`src/rtl/pinirq_defs.svh`:
```
// Offsets, field positions, widths and response codes of the pin interrupt and indicator block.
`ifndef PINIRQ_DEFS_SVH
`define PINIRQ_DEFS_SVH
`define PI_NPINS 12
`define PI_NLED 8
`define PI_OFS_LED_CFG 12'h1BC
`define PI_OFS_IRQ_STS_EN 12'h1E8
`define PI_OFS_DIR 12'h1E4
`define PI_OFS_TOP_STS 12'h1F0
`define PI_OFS_TOP_MASK 12'h1F4
`define PI_ADDR_W 12
`define PI_EN_LSB 16
`define PI_EN_MSB 27
`define PI_FUN_LSB 8
`define PI_FUN_MSB 9
`define PI_TOP_PIN_BIT 4'hC
`define PI_TOP_MSB 12
`define PI_RESP_OKAY 2'h0
`define PI_RESP_SLVERR 2'h2
`define PI_ZERO12 12'h000
`define PI_ZERO32 32'h00000000
`endif

```
`src/rtl/pinirq_pkg.sv`:
```
// Types shared by the pin interrupt and indicator block.
`include "pinirq_defs.svh"
package pinirq_pkg;
  typedef logic [`PI_NPINS-1:0] pinirq_pins_t;
  typedef logic [`PI_NLED-1:0] pinirq_led_t;
  typedef logic [1:0] pinirq_fun_t;
  typedef logic [`PI_ADDR_W-1:0] pinirq_addr_t;
endpackage : pinirq_pkg

```
`src/rtl/pinirq_sync.sv`:
```
// Two-flop synchroniser for the pin inputs and the external reset strap trigger.
`timescale 1ns/1ns
module pinirq_sync #(
  parameter int W = 1
) (
  input wire logic aclk,
  input wire logic aresetn,
  input wire logic [W-1:0] d,
  output logic [W-1:0] q
);
  typedef struct packed {
    logic [W-1:0] s1;
    logic [W-1:0] s2;
  } pinirq_sync_s;
  pinirq_sync_s st_q, st_d;
  always_comb begin
    st_d.s1 = d;
    st_d.s2 = st_q.s1;
  end
  always_ff @(posedge aclk) begin
    if (!aresetn) begin
      st_q <= '0;
    end else begin
      st_q <= st_d;
    end
  end
  assign q = st_q.s2;
endmodule : pinirq_sync

```
`src/rtl/pinirq_flags.sv`:
```
// Sticky per-pin interrupt flags with write-one-to-clear.
`timescale 1ns/1ns
`include "pinirq_defs.svh"
module pinirq_flags (
  input wire logic aclk,
  input wire logic aresetn,
  input wire pinirq_pkg::pinirq_pins_t cond,
  input wire pinirq_pkg::pinirq_pins_t clr,
  output pinirq_pkg::pinirq_pins_t flags
);
  import pinirq_pkg::*;
  typedef struct packed {
    pinirq_pins_t f;
  } pinirq_flags_s;
  pinirq_flags_s st_q, st_d;
  always_comb begin
    st_d = st_q;
    for (int i = 0; i < `PI_NPINS; i++) begin
      // A live condition wins over a clear in the same cycle so no event is lost.
      st_d.f[i] = cond[i] | (st_q.f[i] & ~clr[i]);
    end
  end
  always_ff @(posedge aclk) begin
    if (!aresetn) begin
      st_q <= '0;
    end else begin
      st_q <= st_d;
    end
  end
  assign flags = st_q.f;
endmodule : pinirq_flags

```
`src/rtl/pinirq_top.sv`:
```
// Pin interrupt status/enable and indicator configuration block behind an AXI4-Lite slave.
// What this block does
// Writing 1 to a pin status bit clears it; writing 0 leaves it.
// OR of enabled pin flags drives bit 12 of top interrupt status.
// Twelve R/W pin interrupt enables in bits 27:16, reset to zero.
// Pin flags in bits 11:0 follow sources regardless of enables; reset zero.
// Host interrupt asserts for pins only when bit 12 status and mask set.
// Outside sources hold interrupt level above 40 ns; inputs are level sensitive.
// Indicator enable bits 7:0: 0 keeps pin as I/O, 1 makes LED.
// Indicator function bits 9:8 pick LED behaviour for enabled pins only.
// Indicator field reset values come from straps latched at reset release.
// Configuration loader may replace latched strap values afterwards as defaults.
// Direction bits 27:16 make pins input (0) or output (1).
// Pin inputs are synchronised; flags stay set until cleared or condition persists.
`timescale 1ns/1ns
`include "pinirq_defs.svh"
module pinirq_top (
  input wire logic aclk,
  input wire logic aresetn,
  input wire logic external_reset_n,
  input wire pinirq_pkg::pinirq_led_t led_en_strap,
  input wire pinirq_pkg::pinirq_fun_t led_fun_strap,
  input wire logic loader_valid,
  input wire pinirq_pkg::pinirq_led_t loader_led_en,
  input wire pinirq_pkg::pinirq_fun_t loader_led_fun,
  input wire pinirq_pkg::pinirq_pins_t pin_in,
  output pinirq_pkg::pinirq_pins_t pin_direction,
  output pinirq_pkg::pinirq_led_t led_select,
  output pinirq_pkg::pinirq_fun_t led_function,
  output logic irq,
  input wire logic [31:0] s_axi_awaddr,
  input wire logic s_axi_awvalid,
  output logic s_axi_awready,
  input wire logic [31:0] s_axi_wdata,
  input wire logic [3:0] s_axi_wstrb,
  input wire logic s_axi_wvalid,
  output logic s_axi_wready,
  output logic [1:0] s_axi_bresp,
  output logic s_axi_bvalid,
  input wire logic s_axi_bready,
  input wire logic [31:0] s_axi_araddr,
  input wire logic s_axi_arvalid,
  output logic s_axi_arready,
  output logic [31:0] s_axi_rdata,
  output logic [1:0] s_axi_rresp,
  output logic s_axi_rvalid,
  input wire logic s_axi_rready
);
  import pinirq_pkg::*;

  typedef struct packed {
    logic aw_got;
    pinirq_addr_t aw_addr;
    logic w_got;
    logic [31:0] w_data;
    logic [3:0] w_strb;
    logic bvalid;
    logic [1:0] bresp;
    logic rvalid;
    logic [31:0] rdata;
    logic [1:0] rresp;
    pinirq_pins_t irq_en;
    pinirq_pins_t dir;
    pinirq_led_t led_en;
    pinirq_fun_t led_fun;
    pinirq_led_t def_en;
    pinirq_fun_t def_fun;
    logic strap_armed;
    logic ext_rst_prev;
    logic top_sts;
    logic top_mask;
    logic irq;
    logic aw_rdy;
    logic w_rdy;
    logic ar_rdy;
    pinirq_fun_t fun_out;
  } pinirq_top_s;

  pinirq_top_s st_q, st_d;
  pinirq_pins_t pin_sync;
  logic ext_rst_act;
  logic strap_take;
  logic aw_mapped;
  pinirq_pins_t flags;
  pinirq_pins_t clr;
  logic wr_fire;
  logic rd_fire;
  pinirq_addr_t rd_addr;
  logic pin_event;

  // Pin inputs come from the package pins and must be retimed before any logic sees them.
  pinirq_sync #(.W(`PI_NPINS)) u_pin_sync (
    .aclk(aclk),
    .aresetn(aresetn),
    .d(pin_in),
    .q(pin_sync)
  );

  // The reset pin is retimed inverted, so the cleared synchroniser matches an idle pin.
  // Otherwise the first cycles after reset would look like a release and recapture the straps.
  pinirq_sync #(.W(1)) u_rst_sync (
    .aclk(aclk),
    .aresetn(aresetn),
    .d(~external_reset_n),
    .q(ext_rst_act)
  );

  pinirq_flags u_flags (
    .aclk(aclk),
    .aresetn(aresetn),
    .cond(pin_sync & ~st_q.dir),
    .clr(clr),
    .flags(flags)
  );

  assign wr_fire = st_q.aw_got && st_q.w_got && !st_q.bvalid;
  assign rd_fire = s_axi_arvalid && !st_q.rvalid;
  assign rd_addr = s_axi_araddr[`PI_ADDR_W-1:0];
  assign clr = (wr_fire && st_q.aw_addr == `PI_OFS_IRQ_STS_EN && st_q.w_strb[0] && st_q.w_strb[1])
      ? st_q.w_data[`PI_NPINS-1:0] : `PI_ZERO12;
  assign pin_event = |(flags & st_q.irq_en);
  // Straps are taken on the first edge out of reset and whenever the external reset releases.
  assign strap_take = st_q.strap_armed || (st_q.ext_rst_prev && !ext_rst_act);
  assign aw_mapped = (st_q.aw_addr == `PI_OFS_IRQ_STS_EN) || (st_q.aw_addr == `PI_OFS_DIR)
      || (st_q.aw_addr == `PI_OFS_LED_CFG) || (st_q.aw_addr == `PI_OFS_TOP_STS)
      || (st_q.aw_addr == `PI_OFS_TOP_MASK);

  always_comb begin
    st_d = st_q;
    // Write address and data may arrive in either order; each is held until both are here.
    if (s_axi_awvalid && !st_q.aw_got) begin
      st_d.aw_got = 1'b1;
      st_d.aw_addr = s_axi_awaddr[`PI_ADDR_W-1:0];
    end
    if (s_axi_wvalid && !st_q.w_got) begin
      st_d.w_got = 1'b1;
      st_d.w_data = s_axi_wdata;
      st_d.w_strb = s_axi_wstrb;
    end
    if (st_q.bvalid && s_axi_bready) begin
      st_d.bvalid = 1'b0;
    end
    if (st_q.rvalid && s_axi_rready) begin
      st_d.rvalid = 1'b0;
    end
    // Straps are recaptured when the synchronised external reset is released.
    st_d.ext_rst_prev = ext_rst_act;
    if (strap_take) begin
      st_d.strap_armed = 1'b0;
      st_d.def_en = led_en_strap;
      st_d.def_fun = led_fun_strap;
      st_d.led_en = led_en_strap;
      st_d.led_fun = led_fun_strap;
    end
    if (loader_valid) begin
      st_d.def_en = loader_led_en;
      st_d.def_fun = loader_led_fun;
      st_d.led_en = loader_led_en;
      st_d.led_fun = loader_led_fun;
    end
    if (wr_fire) begin
      st_d.aw_got = 1'b0;
      st_d.w_got = 1'b0;
      st_d.bvalid = 1'b1;
      st_d.bresp = `PI_RESP_OKAY;
      unique case (st_q.aw_addr)
        `PI_OFS_IRQ_STS_EN: begin
          if (st_q.w_strb[2] && st_q.w_strb[3]) begin
            st_d.irq_en = st_q.w_data[`PI_EN_MSB:`PI_EN_LSB];
          end
        end
        `PI_OFS_DIR: begin
          if (st_q.w_strb[2] && st_q.w_strb[3]) begin
            st_d.dir = st_q.w_data[`PI_EN_MSB:`PI_EN_LSB];
          end
        end
        `PI_OFS_LED_CFG: begin
          if (st_q.w_strb[0]) begin
            st_d.led_en = st_q.w_data[`PI_NLED-1:0];
          end
          if (st_q.w_strb[1]) begin
            st_d.led_fun = st_q.w_data[`PI_FUN_MSB:`PI_FUN_LSB];
          end
        end
        `PI_OFS_TOP_MASK: begin
          if (st_q.w_strb[1]) begin
            st_d.top_mask = st_q.w_data[`PI_TOP_MSB];
          end
        end
        `PI_OFS_TOP_STS: begin
        end
        default: begin
          st_d.bresp = `PI_RESP_SLVERR;
        end
      endcase
    end
    // Top status is sticky; an event in the same cycle as a read survives the clear.
    if (rd_fire && rd_addr == `PI_OFS_TOP_STS) begin
      st_d.top_sts = 1'b0;
    end
    if (pin_event) begin
      st_d.top_sts = 1'b1;
    end
    if (rd_fire) begin
      st_d.rvalid = 1'b1;
      st_d.rresp = `PI_RESP_OKAY;
      st_d.rdata = `PI_ZERO32;
      unique case (rd_addr)
        `PI_OFS_IRQ_STS_EN: begin
          st_d.rdata[`PI_EN_MSB:`PI_EN_LSB] = st_q.irq_en;
          st_d.rdata[`PI_NPINS-1:0] = flags;
        end
        `PI_OFS_DIR: begin
          st_d.rdata[`PI_EN_MSB:`PI_EN_LSB] = st_q.dir;
          st_d.rdata[`PI_NPINS-1:0] = pin_sync;
        end
        `PI_OFS_LED_CFG: begin
          st_d.rdata[`PI_FUN_MSB:`PI_FUN_LSB] = st_q.led_fun;
          st_d.rdata[`PI_NLED-1:0] = st_q.led_en;
        end
        `PI_OFS_TOP_STS: begin
          st_d.rdata[`PI_TOP_MSB] = st_q.top_sts;
        end
        `PI_OFS_TOP_MASK: begin
          st_d.rdata[`PI_TOP_MSB] = st_q.top_mask;
        end
        default: begin
          st_d.rresp = `PI_RESP_SLVERR;
        end
      endcase
    end
    st_d.irq = st_d.top_sts && st_d.top_mask;
    // Readies and the gated function are kept as flops so that every port leaves a register.
    st_d.aw_rdy = !st_d.aw_got;
    st_d.w_rdy = !st_d.w_got;
    st_d.ar_rdy = !st_d.rvalid;
    st_d.fun_out = (|st_d.led_en) ? st_d.led_fun : 2'h0;
  end

  always_ff @(posedge aclk) begin
    if (!aresetn) begin
      st_q <= '0;
      st_q.strap_armed <= 1'b1;
      st_q.aw_rdy <= 1'b1;
      st_q.w_rdy <= 1'b1;
      st_q.ar_rdy <= 1'b1;
    end else begin
      st_q <= st_d;
    end
  end

  assign s_axi_awready = st_q.aw_rdy;
  assign s_axi_wready = st_q.w_rdy;
  assign s_axi_bvalid = st_q.bvalid;
  assign s_axi_bresp = st_q.bresp;
  assign s_axi_arready = st_q.ar_rdy;
  assign s_axi_rvalid = st_q.rvalid;
  assign s_axi_rdata = st_q.rdata;
  assign s_axi_rresp = st_q.rresp;
  assign pin_direction = st_q.dir;
  // The function field is only meaningful to pins whose indicator enable is set.
  assign led_select = st_q.led_en;
  assign led_function = st_q.fun_out;
  assign irq = st_q.irq;

  // Pin figures below are counted after the synchroniser, one cycle before the flag.
  sticky_flag_a: assert property (@(posedge aclk) disable iff (!aresetn)
      (pin_sync[0] && !st_q.dir[0]) |=> flags[0]) else $error("flag missed live pin");
  clear_works_a: assert property (@(posedge aclk) disable iff (!aresetn)
      (clr[3] && !(pin_sync[3] && !st_q.dir[3])) |=> !flags[3]) else $error("w1c failed");
  flag_holds_a: assert property (@(posedge aclk) disable iff (!aresetn)
      (flags[5] && !clr[5]) |=> flags[5]) else $error("flag dropped");
  top_cascade_a: assert property (@(posedge aclk) disable iff (!aresetn)
      pin_event |=> st_q.top_sts) else $error("cascade lost");
  irq_gate_a: assert property (@(posedge aclk) disable iff (!aresetn)
      irq |-> (st_q.top_sts && st_q.top_mask)) else $error("irq without cause");
  enable_write_a: assert property (@(posedge aclk) disable iff (!aresetn)
      (wr_fire && st_q.aw_addr == `PI_OFS_IRQ_STS_EN && &st_q.w_strb)
      |=> st_q.irq_en == $past(st_q.w_data[`PI_EN_MSB:`PI_EN_LSB])) else $error("enable");
  dir_masks_a: assert property (@(posedge aclk) disable iff (!aresetn)
      (st_q.dir[2] && !flags[2] && !clr[2]) |=> !flags[2]) else $error("output pin flagged");
  led_write_a: assert property (@(posedge aclk) disable iff (!aresetn)
      (wr_fire && st_q.aw_addr == `PI_OFS_LED_CFG && st_q.w_strb[0] && !loader_valid
      && !strap_take) |=> led_select == $past(st_q.w_data[`PI_NLED-1:0]))
      else $error("led enable");
  loader_a: assert property (@(posedge aclk) disable iff (!aresetn)
      loader_valid |=> st_q.def_en == $past(loader_led_en)) else $error("loader");
  strap_a: assert property (@(posedge aclk) disable iff (!aresetn)
      (st_q.strap_armed && !loader_valid) |=> led_select == $past(led_en_strap))
      else $error("strap");
  fun_gate_a: assert property (@(posedge aclk) disable iff (!aresetn)
      !(|led_select) |-> led_function == 2'h0) else $error("fun ungated");
  fun_pass_a: assert property (@(posedge aclk) disable iff (!aresetn)
      (|led_select) |-> led_function == st_q.led_fun) else $error("fun not passed");
  strap_take_a: assert property (@(posedge aclk) disable iff (!aresetn)
      (strap_take && !loader_valid) |=> (st_q.def_fun == $past(led_fun_strap)
      && st_q.def_en == $past(led_en_strap))) else $error("strap not latched");
  loader_wins_a: assert property (@(posedge aclk) disable iff (!aresetn)
      (loader_valid && strap_take) |=> led_select == $past(loader_led_en)) else $error("loader lost");
  dir_write_a: assert property (@(posedge aclk) disable iff (!aresetn)
      (wr_fire && st_q.aw_addr == `PI_OFS_DIR && &st_q.w_strb)
      |=> pin_direction == $past(st_q.w_data[`PI_EN_MSB:`PI_EN_LSB])) else $error("direction");
  mask_write_a: assert property (@(posedge aclk) disable iff (!aresetn)
      (wr_fire && st_q.aw_addr == `PI_OFS_TOP_MASK && st_q.w_strb[1])
      |=> st_q.top_mask == $past(st_q.w_data[`PI_TOP_MSB])) else $error("mask write");
  status_read_a: assert property (@(posedge aclk) disable iff (!aresetn)
      (rd_fire && rd_addr == `PI_OFS_IRQ_STS_EN) |=> (s_axi_rdata[`PI_NPINS-1:0] == $past(flags)
      && s_axi_rdata[`PI_EN_MSB:`PI_EN_LSB] == $past(st_q.irq_en))) else $error("status read");
  led_read_a: assert property (@(posedge aclk) disable iff (!aresetn)
      (rd_fire && rd_addr == `PI_OFS_LED_CFG)
      |=> (s_axi_rdata[`PI_NLED-1:0] == $past(st_q.led_en)
      && s_axi_rdata[`PI_FUN_MSB:`PI_FUN_LSB] == $past(st_q.led_fun))) else $error("led read");
  top_clear_a: assert property (@(posedge aclk) disable iff (!aresetn)
      (rd_fire && rd_addr == `PI_OFS_TOP_STS && !pin_event) |=> !st_q.top_sts)
      else $error("top status not cleared");
  top_set_wins_a: assert property (@(posedge aclk) disable iff (!aresetn)
      (rd_fire && rd_addr == `PI_OFS_TOP_STS && pin_event) |=> st_q.top_sts)
      else $error("top status event lost");
  // Bus answers stand with their payload until the master takes them.
  bresp_holds_a: assert property (@(posedge aclk) disable iff (!aresetn)
      (s_axi_bvalid && !s_axi_bready) |=> (s_axi_bvalid && $stable(s_axi_bresp)))
      else $error("write answer dropped");
  rdata_holds_a: assert property (@(posedge aclk) disable iff (!aresetn)
      (s_axi_rvalid && !s_axi_rready) |=> (s_axi_rvalid && $stable(s_axi_rdata)
      && $stable(s_axi_rresp))) else $error("read answer dropped");
  write_answer_a: assert property (@(posedge aclk) disable iff (!aresetn)
      wr_fire |=> s_axi_bvalid) else $error("no write answer");
  read_answer_a: assert property (@(posedge aclk) disable iff (!aresetn)
      (s_axi_arvalid && s_axi_arready) |=> s_axi_rvalid) else $error("no read answer");
  aw_refused_a: assert property (@(posedge aclk) disable iff (!aresetn)
      (s_axi_awvalid && s_axi_awready) |=> !s_axi_awready) else $error("address taken twice");
  map_error_a: assert property (@(posedge aclk) disable iff (!aresetn)
      (wr_fire && !aw_mapped) |=> (s_axi_bresp == `PI_RESP_SLVERR))
      else $error("unmapped write answered okay");
  map_okay_a: assert property (@(posedge aclk) disable iff (!aresetn)
      (wr_fire && aw_mapped) |=> (s_axi_bresp == `PI_RESP_OKAY))
      else $error("mapped write refused");
  cov_irq_c: cover property (@(posedge aclk) disable iff (!aresetn) $rose(irq));
  cov_clear_c: cover property (@(posedge aclk) disable iff (!aresetn) flags[0] ##1 !flags[0]);
  cov_led_c: cover property (@(posedge aclk) disable iff (!aresetn) |led_select);
  cov_strap_c: cover property (@(posedge aclk) disable iff (!aresetn)
      st_q.ext_rst_prev && !ext_rst_act);
  cov_slverr_c: cover property (@(posedge aclk) disable iff (!aresetn)
      s_axi_bvalid && s_axi_bresp == `PI_RESP_SLVERR);
endmodule : pinirq_top

```
`config.mk`:
```
export PLATFORM = sky130hd
export DESIGN_NAME = pinirq_top
export DESIGN_NICKNAME = d
export VERILOG_FILES = /design/src/rtl/pinirq_pkg.sv /design/src/rtl/pinirq_sync.sv /design/src/rtl/pinirq_flags.sv /design/src/rtl/pinirq_top.sv
export VERILOG_INCLUDE_DIRS = /design/src /design/src/rtl
export SDC_FILE = /design/constraint.sdc
export NUM_CORES = 1
export LEC_CHECK = 0
export ABC_CLOCK_PERIOD_IN_PS = 4300
export BUFFER_PORTS_ARGS = -buffer_cell sky130_fd_sc_hd__buf_2
export CAP_MARGIN = 20
export CORE_UTILIZATION = 40
export CTS_CLUSTER_SIZE = 8
export DETAILED_ROUTE_END_ITERATION = 10
export GPL_TIMING_DRIVEN = 1
export HOLD_SLACK_MARGIN = 0.08
export SLEW_MARGIN = 30
export SYNTH_ARGS = -nofsm -noshare
export SYNTH_HDL_FRONTEND = slang
export SYNTH_HIERARCHICAL = 1
export SYNTH_SLANG_ARGS = --single-unit
```
`constraint.sdc`:
```
create_clock -name aclk -period 4.3 [get_ports aclk]
set_input_delay 0 -clock aclk [delete_from_list [all_inputs] [get_ports aclk]]
set_output_delay 0 -clock aclk [all_outputs]
set_load 0.02 [all_outputs]
```
==> key figures <==
Min path
  • Worst Hold Class: input pin to register
  • Hold Path Cell Cnt: 4

Clock tree
  • Clock Tree Root: clkbuf_16
  • H-tree depth: 4
  • Later-pin clock latency in the skew report: 430 ps
  • Clk slew on worst S/H paths: 70 ps
  • Post_cts resized: 0
  • CTS tree: yes
  • CTS max path bufs: 2
  • Hold_buf cts: 77
  • Clock tree sinks: 154
  • TritonCTS buffer count: 17
  • Setup bufs post-CTS: 0

Synth
  • Synth Flop Type: dfxtp_1
  • Sequential area share after synthesis: 46.39%
  • Yosys warns: 6
  • Synthesized flop and latch total: 154
  • Avg Cell Area, Syn: 8.699 um2
  • Area leader, netlist: dfxtp_1
  • Commonest cells in the netlist: dfxtp_1 (154), nand2_1 (118), buf_4 (58)
  • Most frequent cell after synthesis: dfxtp_1
  • Mapped cell area: 0.006646 mm2
  • EDFF count, synth: 0
  • Post-synth cell types: 49
  • Post-Syn Instances: 764
  • Asr flop ratio synth: 0%
  • Yosys top cell area share: 46.39%
  • Top cells by area, synth: dfxtp_1 (46%), nand2_1 (6.7%), buf_4 (6.6%)

Placement
  • Post-DP HPWL: 12.40 mm
  • Count of input and output buffers: 148
  • Worst slack, placed: 2057 ps
  • GP Congestion: 0.8347

Timing
  • Final Cycle Share: 56.82%
  • Max-slew violation count: 0
  • Final Skew: 10.49 ps
  • Setup ws final: 1857 ps
  • Worst hold slack: 120.9 ps
  • # setup viols final: 0
  • Crit path time final: 2443 ps
  • RSZ-0062 raised after global routing: false
  • Slew @ Worst Pin: 813.7 ps
  • Final setup TNS: 0 ps
  • Peak Freq: 409.3 MHz
  • Worst slew margin: 45.64%
  • Final Hold Vio Count: 0

Floorplanning
  • Cell Rows: 46
  • DIE WIDTH: 130.9 um
  • Core area: 0.01606 mm2
  • Initial Util: 41.39%
  • IO Count: 205
  • Die area: 0.01713 mm2
  • Die height: 130.9 um

Layout
  • Area growth syn-to-layout: 27.28%
  • Ant diodes: 0
  • Layout Utilization: 52.68%
  • Layout cell share with drive strength beyond 1: 23.01%
  • Filler cell count: 1,528
  • Final Net Count: 1,058

Route
  • Drt first pass iters: 6
  • Detailed Route WL: 18.10 mm
  • Remaining DRCs: 0
  • WL per Instance: 15.80 um
  • Post-route ant nets: 0
  • Routed vias/inst: 5.028
  • Vias: 5,762
  • Detailed Route Iter0 Violations: 476

GRT
  • Largest net degree at the start of global routing: 73
  • Total track usage: 21.89%
  • First-pass GRT wire length: 27.90 mm
  • Vias in the first global route: 5,360
  • GRT overflow: 0
  • Initial antenna violation count: 0

Worst setup path
  • Critical Path AT: 2730 ps
  • WS Path Type: register to register
  • CP max FO: 18
  • CP required: 4590 ps
  • Endpoint class of the critical path: register
  • Critical path startpoint category: register
  • Worst-case reg-to-reg path depth: 7

Pwr
  • Peak VDD IR: 0.2812 mV
  • Overall Power: 3.385 mW
  • P per Cell Area: 400.2 mW/mm2
  • P_leak: 3.748 nW

Run status
  • Status: finished, final reports clean

Run
  • Max cap viols: 0
==> metal layers <==
metal	vias to the layer above	GRT usage [%]	wire, um
li1	2886	-	-
met1	2660	28.54	8365
met2	198	35.26	8317
met3	18	5.537	1167
met4	0	7.302	253
met5	-	0	0
==> cell families (layout without fill, tap and decap cells) <==
family / Yosys count / in the layout / share of synthesized area, %
mux: 29 / 29 / 4.386
other cells: 1 / 9 / 0.05642
buf+inv: 112 / 270 / 10.24
compound gates: 162 / 162 / 15.49
simple gates: 306 / 306 / 23.44
flops: 154 / 154 / 46.39
==> worst max-delay path, stage by stage (launching register included) <==
cell and delay, ps:
dfxtp_1 320, nor2b_1 110, buf_4 260, nand4_1 210, or4_1 530, dlygate4sd3_1 570
a21oi_1 210, nor3_1 90
==> metrics by stage <==
step	instance area, um2	std cells
global route	8459	1146
detailed placement	7083	1037
global placement	7073	1037
CTS	8458	1146
floorplan	6676	772
finish	8459	1146
==> placed cells by master, fill, tap and decap left out, drive strengths merged, types with 16 or more instances in the layout <==
cell and instances:
o21ai 35, nand2 118, dfxtp 154, dlygate4sd3 77, nor2 49, mux2i 28, buf 152, and2 42
clkbuf 20, a221oi 16, nor2b 30, a21oi 57
==> sequential cells by signal, indices dropped and copies added, names as in the netlist, 2 cells and up <==
| name | flops |
|---|---|
| led_function | 2 |
| u_flags/flags | 12 |
| u_pin_sync/q | 12 |
| u_pin_sync/st_d | 12 |
| pin_direction | 12 |
| led_select | 8 |
| st_q | 61 |
| s_axi_rdata | 25 |
==> layout make-up <==
type,instances,area [um2],share of cell area [%]
clock buffers,20,466.7,5.517
clock inverters,12,137.6,1.627
inverters,9,33.78,0.3993
multi-input cells,506,2927,34.60
flip-flops and latches,154,3083,36.44
well taps,216,270.3,3.195
repair buffers,229,1541,18.22
==> worst paths after layout <==
kind	startpoint	end	slack (ps)
worst max register to register	s_axi_rvalid	irq	1860
worst max-delay path	s_axi_rvalid	irq	1860
worst min-delay path	s_axi_araddr[6]	s_axi_rresp[1]	120
worst min register to register	u_pin_sync/st_d[9]	u_pin_sync/q[9]	440
==> where the power goes <==
group | internal, mW | switching [mW]
Sequential | 1.49 | 0.0497
Combinational | 0.159 | 0.180
Clock | 0.905 | 0.599
Note: power is estimated with default switching activity, not from simulation.
